<file path="config.mk">
export PLATFORM = sky130hd
export DESIGN_NAME = operand_field_decoder
export DESIGN_NICKNAME = d
export VERILOG_FILES = /design/src/decode_pkg.sv /design/src/file_mem.sv /design/src/alu_unit.sv /design/src/operand_field_decoder.sv
export SDC_FILE = /design/constraint.sdc
export NUM_CORES = 2
export LEC_CHECK = 0
export BUFFER_PORTS_ARGS = -buffer_cell sky130_fd_sc_hd__buf_2
export CELL_PAD_IN_SITES_DETAIL_PLACEMENT = 0
export CELL_PAD_IN_SITES_GLOBAL_PLACEMENT = 1
export CORE_ASPECT_RATIO = 2
export CORE_UTILIZATION = 50
export CTS_BUF_LIST = sky130_fd_sc_hd__clkbuf_8
export CTS_CLUSTER_DIAMETER = 200
export DETAILED_ROUTE_END_ITERATION = 10
export GPL_TIMING_DRIVEN = 0
export PLACE_DENSITY = 0.83
export SETUP_SLACK_MARGIN = 0.1
export SLEW_MARGIN = 0
export SYNTH_ARGS = -nofsm -noshare
export SYNTH_HDL_FRONTEND = slang
export SYNTH_HIERARCHICAL = 1
export SYNTH_SLANG_ARGS = --single-unit
</file>
<file path="constraint.sdc">
create_clock -name pclk -period 30.3 [get_ports pclk]
set_clock_uncertainty 0.2 [all_clocks]
set_input_delay 1.515 -clock pclk [delete_from_list [all_inputs] [get_ports pclk]]
set_output_delay 1.515 -clock pclk [all_outputs]
set_load 0.1 [all_outputs]
</file>
<file path="src/decode_pkg.sv">
// constants, opcode layout and carrier types for the operand field decoder
// Function
// - general register operand is an 8-bit address, 00h to FFh
// - peripheral register operand is a 5-bit address, 00h to 1Fh
// - table post_bump 1 increments table_pointer after execution, 0 leaves it
// - table half_sel 0 uses table_latch low byte, 1 the high byte
// - result_target 0 writes accumulator, 1 writes the addressed register
// - dual_write 0 writes register and accumulator, 1 only the register
// - pos_in_reg selects the single bit of the addressed register
// - ripple_out, nibble_carry, null_result, signed_wrap flags kept and updated
// - global_irq_mask lives at bit 4 of cpu_state_reg
// - table_latch is 16 bits of high and low bytes; table_pointer 16 bits
// - unused encoding bits are zero; decoder expects that
// - don't-care bits are ignored; either value behaves the same
// - unassigned opcodes are reserved with no defined effect
// - input is a 16-bit word of opcode then operand fields
package decode_pkg;
	// apb register byte offsets
	localparam logic [7:0] OFS_INSTR = 8'h00;
	localparam logic [7:0] OFS_ACC   = 8'h04;
	localparam logic [7:0] OFS_FLAGS = 8'h08;
	localparam logic [7:0] OFS_CPUST = 8'h0c;
	localparam logic [7:0] OFS_TPTR  = 8'h10;
	localparam logic [7:0] OFS_TLAT  = 8'h14;
	localparam logic [7:0] OFS_FSEL  = 8'h18;
	localparam logic [7:0] OFS_FDATA = 8'h1c;
	localparam logic [7:0] OFS_DSTAT = 8'h20;
	// field positions inside the instruction word and registers
	localparam int POS_DSEL = 8;
	localparam int POS_TSEL = 9;
	localparam int POS_BSET = 11;
	localparam int POS_IRQM = 4;
	localparam int POS_RSV  = 0;
	localparam int POS_UNU  = 1;
	// reset and fill values
	localparam logic [7:0]  RST_BYTE  = 8'h00;
	localparam logic [7:0]  BYTE_ONES = 8'hff;
	localparam logic [15:0] RST_WORD  = 16'h0000;
	localparam logic [1:0]  RST_DSTAT = 2'h0;
	// opcode patterns, matched on the named upper bits
	localparam logic [7:0] OPC_NOP   = 8'h00;
	localparam logic [7:0] OPC_MOVWF = 8'h01;
	localparam logic [2:0] OPC_MOVPF = 3'h2;
	localparam logic [2:0] OPC_MOVFP = 3'h3;
	localparam logic [2:0] OPC_BIT   = 3'h4;
	localparam logic [5:0] OPC_TRD   = 6'h2a;
	localparam logic [5:0] OPC_TWR   = 6'h2b;
	localparam logic [6:0] OPC_SUB   = 7'h02;
	localparam logic [6:0] OPC_DEC   = 7'h03;
	localparam logic [6:0] OPC_IOR   = 7'h04;
	localparam logic [6:0] OPC_AND   = 7'h05;
	localparam logic [6:0] OPC_ADD   = 7'h07;
	localparam logic [6:0] OPC_COM   = 7'h09;
	localparam logic [6:0] OPC_INC   = 7'h0a;
	localparam logic [6:0] OPC_SWAP  = 7'h0e;
	localparam logic [6:0] OPC_CLR   = 7'h14;
	localparam logic [6:0] OPC_SET   = 7'h15;

	typedef enum logic [4:0] {
		OP_NOP, OP_ADD, OP_AND, OP_IOR, OP_SUB, OP_DEC, OP_INC, OP_COM,
		OP_SWAP, OP_MOVWF, OP_CLR, OP_SET, OP_MOVFP, OP_MOVPF, OP_BCF,
		OP_BSF, OP_TRD, OP_TWR, OP_RSV
	} op_t;

	typedef enum logic [2:0] {
		S_IDLE  = 3'b001,
		S_FETCH = 3'b010,
		S_EXEC  = 3'b100
	} state_t;

	typedef struct packed {
		logic signed_wrap;
		logic null_result;
		logic nibble_carry;
		logic ripple_out;
	} flags_t;

	typedef struct packed {
		op_t        op;
		logic [7:0] f;
		logic [4:0] p;
		logic [2:0] bpos;
		logic       dsel;
		logic       tsel;
		logic       bump;
		logic       unused_bad;
	} dec_t;

	typedef struct packed {
		logic [7:0] addr;
		logic [7:0] data;
		logic       we;
	} mem_wr_t;
endpackage : decode_pkg

</file>
<file path="src/file_mem.sv">
// register file storage with registered read data
`timescale 1ns/1ps
module file_mem #(
	parameter int DEPTH = 256,
	parameter int AW    = 8,
	parameter int DW    = 8
) (
	// clock and reset
	input  wire logic          pclk,
	input  wire logic          presetn,
	// write port
	input  wire logic          we,
	input  wire logic [AW-1:0] waddr,
	input  wire logic [DW-1:0] wdata,
	// read port
	input  wire logic [AW-1:0] raddr,
	output logic      [DW-1:0] rdata
);
	logic [DW-1:0] mem [DEPTH];

	if (DEPTH < 32 || DEPTH > (1 << AW)) begin : g_chk
		$error("file_mem depth out of range");
	end

	// write port; addresses above depth fold back
	always_ff @(posedge pclk) begin
		if (we)
			mem[int'(waddr) % DEPTH] <= wdata;
	end

	// registered read
	always_ff @(posedge pclk or negedge presetn) begin
		if (!presetn)
			rdata <= '0;
		else
			rdata <= mem[int'(raddr) % DEPTH];
	end
endmodule : file_mem

</file>
<file path="src/alu_unit.sv">
// byte alu: result, status flags and which flags the operation updates
`timescale 1ns/1ps
module alu_unit
	import decode_pkg::*;
(
	// operands
	input  wire decode_pkg::op_t    op,
	input  wire logic [7:0]         a,
	input  wire logic [7:0]         w,
	// results
	output logic      [7:0]         res,
	output decode_pkg::flags_t      flg,
	output decode_pkg::flags_t      upd
);
	logic [8:0] sum;
	logic [4:0] nib;

	// arithmetic and logic with flag generation
	always_comb begin
		sum = 9'h000;
		nib = 5'h00;
		res = a;
		flg = '0;
		upd = '0;
		unique case (op)
			OP_ADD: begin
				sum = {1'b0, a} + {1'b0, w};
				nib = {1'b0, a[3:0]} + {1'b0, w[3:0]};
				res = sum[7:0];
				flg.ripple_out   = sum[8];
				flg.nibble_carry = nib[4];
				flg.signed_wrap  = (a[7] == w[7]) && (res[7] != a[7]);
				upd = '1;
			end
			OP_SUB: begin
				res = a - w;
				flg.ripple_out   = a >= w; // carry means no borrow
				flg.nibble_carry = a[3:0] >= w[3:0];
				flg.signed_wrap  = (a[7] != w[7]) && (res[7] != a[7]);
				upd = '1;
			end
			OP_INC: begin
				res = a + 8'h01;
				flg.ripple_out   = a == 8'hff;
				flg.nibble_carry = a[3:0] == 4'hf;
				flg.signed_wrap  = a == 8'h7f;
				upd = '1;
			end
			OP_DEC: begin
				res = a - 8'h01;
				flg.ripple_out   = a != 8'h00;
				flg.nibble_carry = a[3:0] != 4'h0;
				flg.signed_wrap  = a == 8'h80;
				upd = '1;
			end
			OP_AND:   begin res = a & w; upd.null_result = 1'b1; end
			OP_IOR:   begin res = a | w; upd.null_result = 1'b1; end
			OP_COM:   begin res = ~a; upd.null_result = 1'b1; end
			OP_MOVPF: begin res = a; upd.null_result = 1'b1; end
			OP_SWAP:  res = {a[3:0], a[7:4]};
			default:  res = a;
		endcase
		flg.null_result = res == 8'h00;
	end
endmodule : alu_unit

</file>
<file path="src/operand_field_decoder.sv">
// apb-reached operand field decoder and executor for the 8-bit core
`timescale 1ns/1ps
module operand_field_decoder #(
	parameter int FILE_WORDS = 256
) (
	// clock and reset
	input  wire logic        pclk,
	input  wire logic        presetn,
	// apb slave
	input  wire logic        psel,
	input  wire logic        penable,
	input  wire logic        pwrite,
	input  wire logic [7:0]  paddr,
	input  wire logic [31:0] pwdata,
	output logic      [31:0] prdata,
	output logic             pready,
	output logic             pslverr,
	// core status
	output logic             global_irq_mask
);
	import decode_pkg::*;
	if (FILE_WORDS < 32 || FILE_WORDS > 256) begin : g_chk
		$error("FILE_WORDS must be 32 to 256");
	end
	state_t     state;
	logic [15:0] instr;
	dec_t       dec;
	dec_t       dec_in;
	logic [7:0] acc;
	flags_t     flags;
	logic [7:0] cpu_state;
	logic [15:0] tbl_ptr;
	logic [15:0] tbl_latch;
	logic [7:0] file_sel;
	logic [1:0] dstat;
	logic       fdata_rd;
	logic [7:0] mem_raddr;
	logic [7:0] mem_rdata;
	mem_wr_t    mem_wr;
	logic [7:0] alu_res;
	flags_t     alu_flg;
	flags_t     alu_upd;
	logic       bus_req;
	logic       bus_wr;
	logic       slow;
	logic       mapped;
	logic [31:0] rd_mux;
	logic       exec_ins;
	logic       is_dop;
	logic [7:0] bit_mask;
	// instruction word split into operand fields
	function automatic dec_t decode(input logic [15:0] w);
		dec_t d;
		d.f          = w[7:0];
		d.p          = w[12:8];
		d.bpos       = w[10:8];
		d.dsel       = w[POS_DSEL];
		d.tsel       = w[POS_TSEL];
		d.bump       = w[POS_DSEL];
		d.unused_bad = 1'b0;
		d.op         = OP_RSV;
		if (w[15:8] == OPC_NOP) begin
			d.op         = OP_NOP;
			d.unused_bad = |w[7:0];
		end else if (w[15:8] == OPC_MOVWF)
			d.op = OP_MOVWF;
		else if (w[15:13] == OPC_MOVPF)
			d.op = OP_MOVPF;
		else if (w[15:13] == OPC_MOVFP)
			d.op = OP_MOVFP;
		else if (w[15:13] == OPC_BIT)      // bit 12 not looked at
			d.op = w[POS_BSET] ? OP_BSF : OP_BCF;
		else if (w[15:10] == OPC_TRD)
			d.op = OP_TRD;
		else if (w[15:10] == OPC_TWR)
			d.op = OP_TWR;
		else begin
			case (w[15:9])
				OPC_SUB:  d.op = OP_SUB;
				OPC_DEC:  d.op = OP_DEC;
				OPC_IOR:  d.op = OP_IOR;
				OPC_AND:  d.op = OP_AND;
				OPC_ADD:  d.op = OP_ADD;
				OPC_COM:  d.op = OP_COM;
				OPC_INC:  d.op = OP_INC;
				OPC_SWAP: d.op = OP_SWAP;
				OPC_CLR:  d.op = OP_CLR;
				OPC_SET:  d.op = OP_SET;
				default:  d.op = OP_RSV;
			endcase
		end
		return d;
	endfunction : decode

	// bus request qualifiers; only taken while idle
	assign bus_req  = psel && penable && !pready && (state == S_IDLE);
	assign bus_wr   = bus_req && pwrite;
	assign dec_in   = decode(pwdata[15:0]);
	assign exec_ins = (state == S_EXEC) && !fdata_rd;
	assign is_dop   = dec.op inside {OP_ADD, OP_AND, OP_IOR, OP_SUB,
	                                 OP_DEC, OP_INC, OP_COM, OP_SWAP};
	assign bit_mask = 8'h01 << dec.bpos;
	assign slow     = (pwrite && paddr == OFS_INSTR) || (!pwrite && paddr == OFS_FDATA);
	assign global_irq_mask = cpu_state[POS_IRQM];

	// read data select and address map
	always_comb begin
		rd_mux = 32'h0000_0000;
		mapped = 1'b1;
		case (paddr)
			OFS_INSTR: rd_mux = 32'(instr);
			OFS_ACC:   rd_mux = 32'(acc);
			OFS_FLAGS: rd_mux = 32'(flags);
			OFS_CPUST: rd_mux = 32'(cpu_state);
			OFS_TPTR:  rd_mux = 32'(tbl_ptr);
			OFS_TLAT:  rd_mux = 32'(tbl_latch);
			OFS_FSEL:  rd_mux = 32'(file_sel);
			OFS_FDATA: rd_mux = 32'h0000_0000;
			OFS_DSTAT: rd_mux = {19'h00000, dec.op, 6'h00, dstat};
			default:   mapped = 1'b0;
		endcase
	end

	// bus handshake and execution sequencing
	always_ff @(posedge pclk or negedge presetn) begin
		if (!presetn) begin
			state    <= S_IDLE;
			pready   <= 1'b0;
			pslverr  <= 1'b0;
			prdata   <= 32'h0000_0000;
			fdata_rd <= 1'b0;
		end else begin
			pready  <= 1'b0;
			pslverr <= 1'b0;
			unique case (state)
				S_IDLE: begin
					if (bus_req && slow) begin
						state    <= S_FETCH;
						fdata_rd <= !pwrite;
					end else if (bus_req) begin
						pready  <= 1'b1;
						pslverr <= !mapped;
						prdata  <= pwrite ? 32'h0000_0000 : rd_mux;
					end
				end
				S_FETCH: state <= S_EXEC;
				S_EXEC: begin
					state  <= S_IDLE;
					pready <= 1'b1;
					prdata <= fdata_rd ? 32'(mem_rdata) : 32'h0000_0000;
				end
				default: state <= S_IDLE;
			endcase
		end
	end

	// latched instruction and its decoded fields
	always_ff @(posedge pclk or negedge presetn) begin
		if (!presetn) begin
			instr <= RST_WORD;
			dec   <= '{op: OP_NOP, default: '0}; // same fields as a decoded all-zero word
		end else if (bus_wr && paddr == OFS_INSTR) begin
			instr <= pwdata[15:0];
			dec   <= dec_in;
		end
	end

	// operand read address: peripheral slot for move-from-peripheral
	always_ff @(posedge pclk or negedge presetn) begin
		if (!presetn)
			mem_raddr <= RST_BYTE;
		else if (bus_req && slow)
			mem_raddr <= !pwrite ? file_sel :
			             (dec_in.op == OP_MOVPF) ? 8'(dec_in.p) : dec_in.f;
	end

	// register file write port: software window or executed result
	always_comb begin
		mem_wr.addr = file_sel;
		mem_wr.data = pwdata[7:0];
		mem_wr.we   = bus_wr && paddr == OFS_FDATA;
		if (exec_ins) begin
			mem_wr.addr = dec.f;
			mem_wr.data = alu_res;
			mem_wr.we   = 1'b0;
			unique case (dec.op)
				OP_ADD, OP_AND, OP_IOR, OP_SUB, OP_DEC, OP_INC, OP_COM, OP_SWAP:
					mem_wr.we = dec.dsel;
				OP_MOVWF: begin
					mem_wr.data = acc;
					mem_wr.we   = 1'b1;
				end
				OP_CLR, OP_SET: begin
					mem_wr.data = (dec.op == OP_SET) ? BYTE_ONES : RST_BYTE;
					mem_wr.we   = 1'b1;
				end
				OP_MOVFP: begin
					mem_wr.addr = 8'(dec.p);
					mem_wr.data = mem_rdata;
					mem_wr.we   = 1'b1;
				end
				OP_MOVPF: begin
					mem_wr.data = mem_rdata;
					mem_wr.we   = 1'b1;
				end
				OP_BCF, OP_BSF: begin
					mem_wr.data = (dec.op == OP_BSF) ? (mem_rdata | bit_mask)
					                                 : (mem_rdata & ~bit_mask);
					mem_wr.we   = 1'b1;
				end
				OP_TRD: begin
					mem_wr.data = dec.tsel ? tbl_latch[15:8] : tbl_latch[7:0];
					mem_wr.we   = 1'b1;
				end
				default: mem_wr.we = 1'b0;
			endcase
		end
	end

	// accumulator
	always_ff @(posedge pclk or negedge presetn) begin
		if (!presetn)
			acc <= RST_BYTE;
		else if (bus_wr && paddr == OFS_ACC)
			acc <= pwdata[7:0];
		else if (exec_ins && is_dop && !dec.dsel)
			acc <= alu_res;
		else if (exec_ins && dec.op == OP_CLR && !dec.dsel)
			acc <= RST_BYTE;
		else if (exec_ins && dec.op == OP_SET && !dec.dsel)
			acc <= BYTE_ONES;
	end

	// alu status flags
	always_ff @(posedge pclk or negedge presetn) begin
		if (!presetn)
			flags <= '0;
		else if (bus_wr && paddr == OFS_FLAGS)
			flags <= flags_t'(pwdata[3:0]);
		else if (exec_ins)
			flags <= (flags & ~alu_upd) | (alu_flg & alu_upd);
	end

	// cpu state register holding the interrupt mask
	always_ff @(posedge pclk or negedge presetn) begin
		if (!presetn)
			cpu_state <= RST_BYTE;
		else if (bus_wr && paddr == OFS_CPUST)
			cpu_state <= pwdata[7:0];
	end

	// table pointer with wrapping post increment
	always_ff @(posedge pclk or negedge presetn) begin
		if (!presetn)
			tbl_ptr <= RST_WORD;
		else if (bus_wr && paddr == OFS_TPTR)
			tbl_ptr <= pwdata[15:0];
		else if (exec_ins && dec.op inside {OP_TRD, OP_TWR} && dec.bump)
			tbl_ptr <= tbl_ptr + 16'h0001;
	end

	// table latch, byte loaded by table write
	always_ff @(posedge pclk or negedge presetn) begin
		if (!presetn)
			tbl_latch <= RST_WORD;
		else if (bus_wr && paddr == OFS_TLAT)
			tbl_latch <= pwdata[15:0];
		else if (exec_ins && dec.op == OP_TWR && dec.tsel)
			tbl_latch[15:8] <= mem_rdata;
		else if (exec_ins && dec.op == OP_TWR)
			tbl_latch[7:0] <= mem_rdata;
	end

	// software file window address
	always_ff @(posedge pclk or negedge presetn) begin
		if (!presetn)
			file_sel <= RST_BYTE;
		else if (bus_wr && paddr == OFS_FSEL)
			file_sel <= pwdata[7:0];
	end

	// sticky decode status, write one to clear, hardware set wins
	always_ff @(posedge pclk or negedge presetn) begin
		if (!presetn)
			dstat <= RST_DSTAT;
		else begin
			if (bus_wr && paddr == OFS_DSTAT)
				dstat <= dstat & ~pwdata[1:0];
			if (exec_ins && dec.op == OP_RSV)
				dstat[POS_RSV] <= 1'b1;
			if (exec_ins && dec.unused_bad)
				dstat[POS_UNU] <= 1'b1;
		end
	end

	// datapath instances
	alu_unit u_alu (
		.op  (dec.op),
		.a   (mem_rdata),
		.w   (acc),
		.res (alu_res),
		.flg (alu_flg),
		.upd (alu_upd)
	);

	file_mem #(
		.DEPTH (FILE_WORDS),
		.AW    (8),
		.DW    (8)
	) u_mem (
		.pclk    (pclk),
		.presetn (presetn),
		.we      (mem_wr.we),
		.waddr   (mem_wr.addr),
		.wdata   (mem_wr.data),
		.raddr   (mem_raddr),
		.rdata   (mem_rdata)
	);

	// checks next to the logic
	property p_instr_latency;
		@(posedge pclk) disable iff (!presetn)
		(bus_wr && paddr == OFS_INSTR) |=> (state == S_FETCH) ##1 (state == S_EXEC) ##1 pready;
	endproperty
	a_instr_latency: assert property (p_instr_latency) else $error("instr not done in 3");
	property p_acc_target;
		@(posedge pclk) disable iff (!presetn)
		(exec_ins && is_dop && !dec.dsel) |=> (acc == $past(alu_res));
	endproperty
	a_acc_target: assert property (p_acc_target) else $error("acc missed result");
	property p_reg_target;
		@(posedge pclk) disable iff (!presetn)
		(exec_ins && is_dop && dec.dsel) |-> (mem_wr.we && mem_wr.addr == dec.f) ##1 $stable(acc);
	endproperty
	a_reg_target: assert property (p_reg_target) else $error("register target wrong");
	property p_dual_write;
		@(posedge pclk) disable iff (!presetn)
		(exec_ins && dec.op == OP_CLR && !dec.dsel) |-> mem_wr.we ##1 (acc == RST_BYTE);
	endproperty
	a_dual_write: assert property (p_dual_write) else $error("dual write missed acc");
	property p_ptr_bump;
		@(posedge pclk) disable iff (!presetn)
		(exec_ins && dec.op == OP_TRD && dec.bump) |=> (tbl_ptr == $past(tbl_ptr) + 16'h0001);
	endproperty
	a_ptr_bump: assert property (p_ptr_bump) else $error("pointer not bumped");
	property p_ptr_hold;
		@(posedge pclk) disable iff (!presetn)
		(exec_ins && dec.op inside {OP_TRD, OP_TWR} && !dec.bump) |=> $stable(tbl_ptr);
	endproperty
	a_ptr_hold: assert property (p_ptr_hold) else $error("pointer moved");
	property p_half_sel;
		@(posedge pclk) disable iff (!presetn)
		(exec_ins && dec.op == OP_TRD) |-> (mem_wr.we && mem_wr.addr == instr[7:0] &&
			mem_wr.data == (instr[POS_TSEL] ? tbl_latch[15:8] : tbl_latch[7:0]));
	endproperty
	a_half_sel: assert property (p_half_sel) else $error("wrong latch byte");
	property p_bit_pos;
		@(posedge pclk) disable iff (!presetn)
		(exec_ins && dec.op == OP_BSF) |->
			(mem_wr.data[dec.bpos] && ((mem_wr.data ^ mem_rdata) & ~bit_mask) == 8'h00);
	endproperty
	a_bit_pos: assert property (p_bit_pos) else $error("bit op wrong bit");
	property p_reserved;
		@(posedge pclk) disable iff (!presetn)
		(exec_ins && dec.op == OP_RSV) |-> !mem_wr.we ##1 (dstat[POS_RSV] && $stable(acc));
	endproperty
	a_reserved: assert property (p_reserved) else $error("reserved had effect");
endmodule : operand_field_decoder

</file>
==> metrics.txt <==
Root Driver clkbuf_8; fin crit share roughly a quarter; Filler cells around 13,000; fin area about 99,000 sq um; antenna-violating nets left 0; Remaining DRCs 0; most area-consuming cells after synthesis edfxtp_1 69%, mux4_2 11%, dfrtp_1 3.4%; Initial Util 50.46%; die area about 180,000 sq um; hold slack between 0.2 and 0.3 ns; clock tree buffer depth 4; violated checks capacitance limit, slew limit; Crit Reg-Reg Endpoint u_mem/mem[44][4]$_DFFE_PP_; RePlAce Congestion 1.042; Final Hold Vio Count 0; Ports 80; Pleak between 30 and 40 nW; Ys Warns 6; Hold Path Sink prdata[9]$_DFFE_PN0P_; Crit Path Category flip-flop to flip-flop; fraction of registers with async set or reset after synthesis under 10%; initial antenna violation count 31; H-Tree Depth 5; type of origin of the critical path flip-flop; Multi-input gate area between 20,000 and 25,000 sq um; largest net degree at the start of global routing just under 100; Sink Count about 2,200; fraction of layout cells with a size suffix above 1 between 20% and 30%; FP Rows ~220; Vias/cell about 6.8; number of synthesized flops with an enable pin ~2,000; Post-Syn Area 89,190 sq um; CTS tree yes; Yosys top cell area share between 60 and 70%; # setup viols final 0; cts hold-fix bufs 0; post-CTS setup buffers 0; Port-buffer cells 38; Detailed Place HPWL approximately 230,000 um; Layout Cells excl Fill slightly below 8,000; Die Y 599.3 um; Worst-Skew Late Latency 0.95 ns; setup TNS 0 ns; gr ovfl total 0; Post-CTS Resized 0; Seq. cell area between 60,000 and 70,000 sq um; fin util 56.04%; Seq/Total Area, Yosys between 70% and 80%; Max Freq roughly 140 MHz; Max Cap Viol 10; Total Power around 5.7 mW; Setup WS post-layout 22.95 ns; Worst-path clk slew approximately 0.07 ns; Critical Path RT about 31 ns; hold_sp prdata[9]$_DFFE_PN0P_; outcome finished with violations; max reg flops 2,048; unrepaired setup endpoints after global routing false; Tot GR Track Use about 36%; commonest cells after routing, fill and taps aside 2,048 x edfxtp_1, 447 x mux4_2, 339 x nor2_1; Arrival @ worst endpoint 7.70 ns; register with the most flip-flops u_mem/mem; Num CTS Buffers about 290; Mapped Cells slightly below 5,000; most common cell after layout, fill and taps aside edfxtp_1; Max-slew headroom -14.93%; Reg2Reg Launch Point dec[22]$_DFFE_PN0P_; Post-Place Worst Slack 23.54 ns; Nets 5,346; DRT iter0 DRCs 7,108; pwr dens 57.23 nW/um^2; crit end category flip-flop; dpl cells 7,276; Placed Area approximately 93,000 sq um; Slew @ Worst Pin around 1.7 ns; worst-path maximum fanout 12; max-slew violations about 90; Synth Register Bits ~2,200; Die Wd 300.6 um; reg2reg setup slack 22.95 ns; first-pass GRT wire length approximately 430,000 um; Peak supply drop 0.00003502 V; Hold Crit Class flip-flop to flip-flop; Syn-to-layout area delta 11.06%; Routed WL approximately 320,000 um; routed vias between 50,000 and 60,000; worst r2r path cells 11; post-layout min period approximately 7.4 ns; first-pass iteration count of the detailed router 6; vias in the first global route around 53,000; Core Area roughly 180,000 sq um; Hold Crit Depth 1; post-synth cell types between 100 and 150; Synth Flop Type edfxtp_1; Avg Cell Area, Syn roughly 18 sq um; wire per inst 40.76 um; post-synth top area cell edfxtp_1
## per-layer routing
| layer | GRT usage (%) | routed length (um) | vias to the layer above |
|---|---|---|---|
| met2 | 60.33 | 161400 | 3935 |
| met1 | 32.93 | 85210 | 26800 |
| met4 | 39.03 | 40910 | 6 |
| met3 | 10.60 | 31050 | 1396 |
| li1 | - | - | 20670 |
| met5 | 0.02706 | 34 | - |
## cell type report
class	count	area share, %
diodes	37	0.09348
plain buffers	335	2.112
well taps	2310	2.918
inverters	47	0.1781
clock inverters	199	1.306
clock buffers	298	4.141
flip-flops and latches	2170	65.17
repair buffers	95	1.321
multi-input cells	2325	22.76
## cells in the mapped netlist, types with 33 or more instances
cell type	instances
nor2_1	342
o21ai_0	82
buf_4	36
clkbuf_1	155
nor2b_1	42
mux4_2	447
o221ai_1	39
nand3_1	71
mux2i_1	208
buf_2	63
a22oi_1	105
inv_1	46
nor3_1	42
o22ai_1	40
buf_6	33
ha_1	35
edfxtp_1	2048
dfrtp_1	121
nand4_1	37
a21oi_1	109
a221oi_1	33
mux2_2	38
nand2_1	219
## where the power goes
| part | internal [mW] | leakage, nW | switching, mW |
|---|---|---|---|
| clock network | 1.04 | 2.96 | 1.10 |
| registers | 3.28 | 19.9 | 0.0182 |
| logic | 0.0631 | 8.00 | 0.168 |
| total | 4.38 | 30.9 | 1.29 |
## worst max-delay path: stages, from the launching register on
cell      delay [ns]
dfrtp_1         0.88
clkbuf_1        0.76
and3b_1         0.33
buf_2           0.26
nand2_1         0.26
mux2i_1         0.21
o21ai_0         0.18
clkbuf_1        0.30
nor2_1          0.50
nand4_1         1.17
clkbuf_1        0.94
nor2_1          0.92
## logic make-up (layout without fill, tap and decap cells)
| logic type | after synthesis | count (layout) | share of synthesized area, % |
|---|---|---|---|
| and+or+nand+nor | 901 | 901 | 4.851 |
| xor gates and xnor gates | 16 | 16 | 0.1571 |
| other | 1 | 53 | 0.004205 |
| buffers and inverters | 382 | 974 | 2.515 |
| DFF | 2170 | 2170 | 72.38 |
| adders and majority gates | 39 | 39 | 0.5696 |
| muxes | 694 | 694 | 14.13 |
| AOI/OAI and AO/OA | 659 | 659 | 5.393 |
## how the worst max path moves through the flow
stage                     cells past startpoint                         end                  from
final                                        11  u_mem/mem[44][4]$_DFFE_PP_   dec[22]$_DFFE_PN0P_
after global routing                         11  u_mem/mem[44][4]$_DFFE_PP_   dec[22]$_DFFE_PN0P_
after CTS                                    12  u_mem/mem[61][4]$_DFFE_PP_   dec[22]$_DFFE_PN0P_
after detailed placement                     12  u_mem/mem[61][5]$_DFFE_PP_   dec[22]$_DFFE_PN0P_
after global placement                        5  u_mem/mem[98][0]$_DFFE_PP_  state[1]$_DFFE_PN0P_
after floorplan                              13   u_mem/mem[0][7]$_DFFE_PP_   dec[24]$_DFFE_PN0P_
Power figures use the tool's default switching activity.
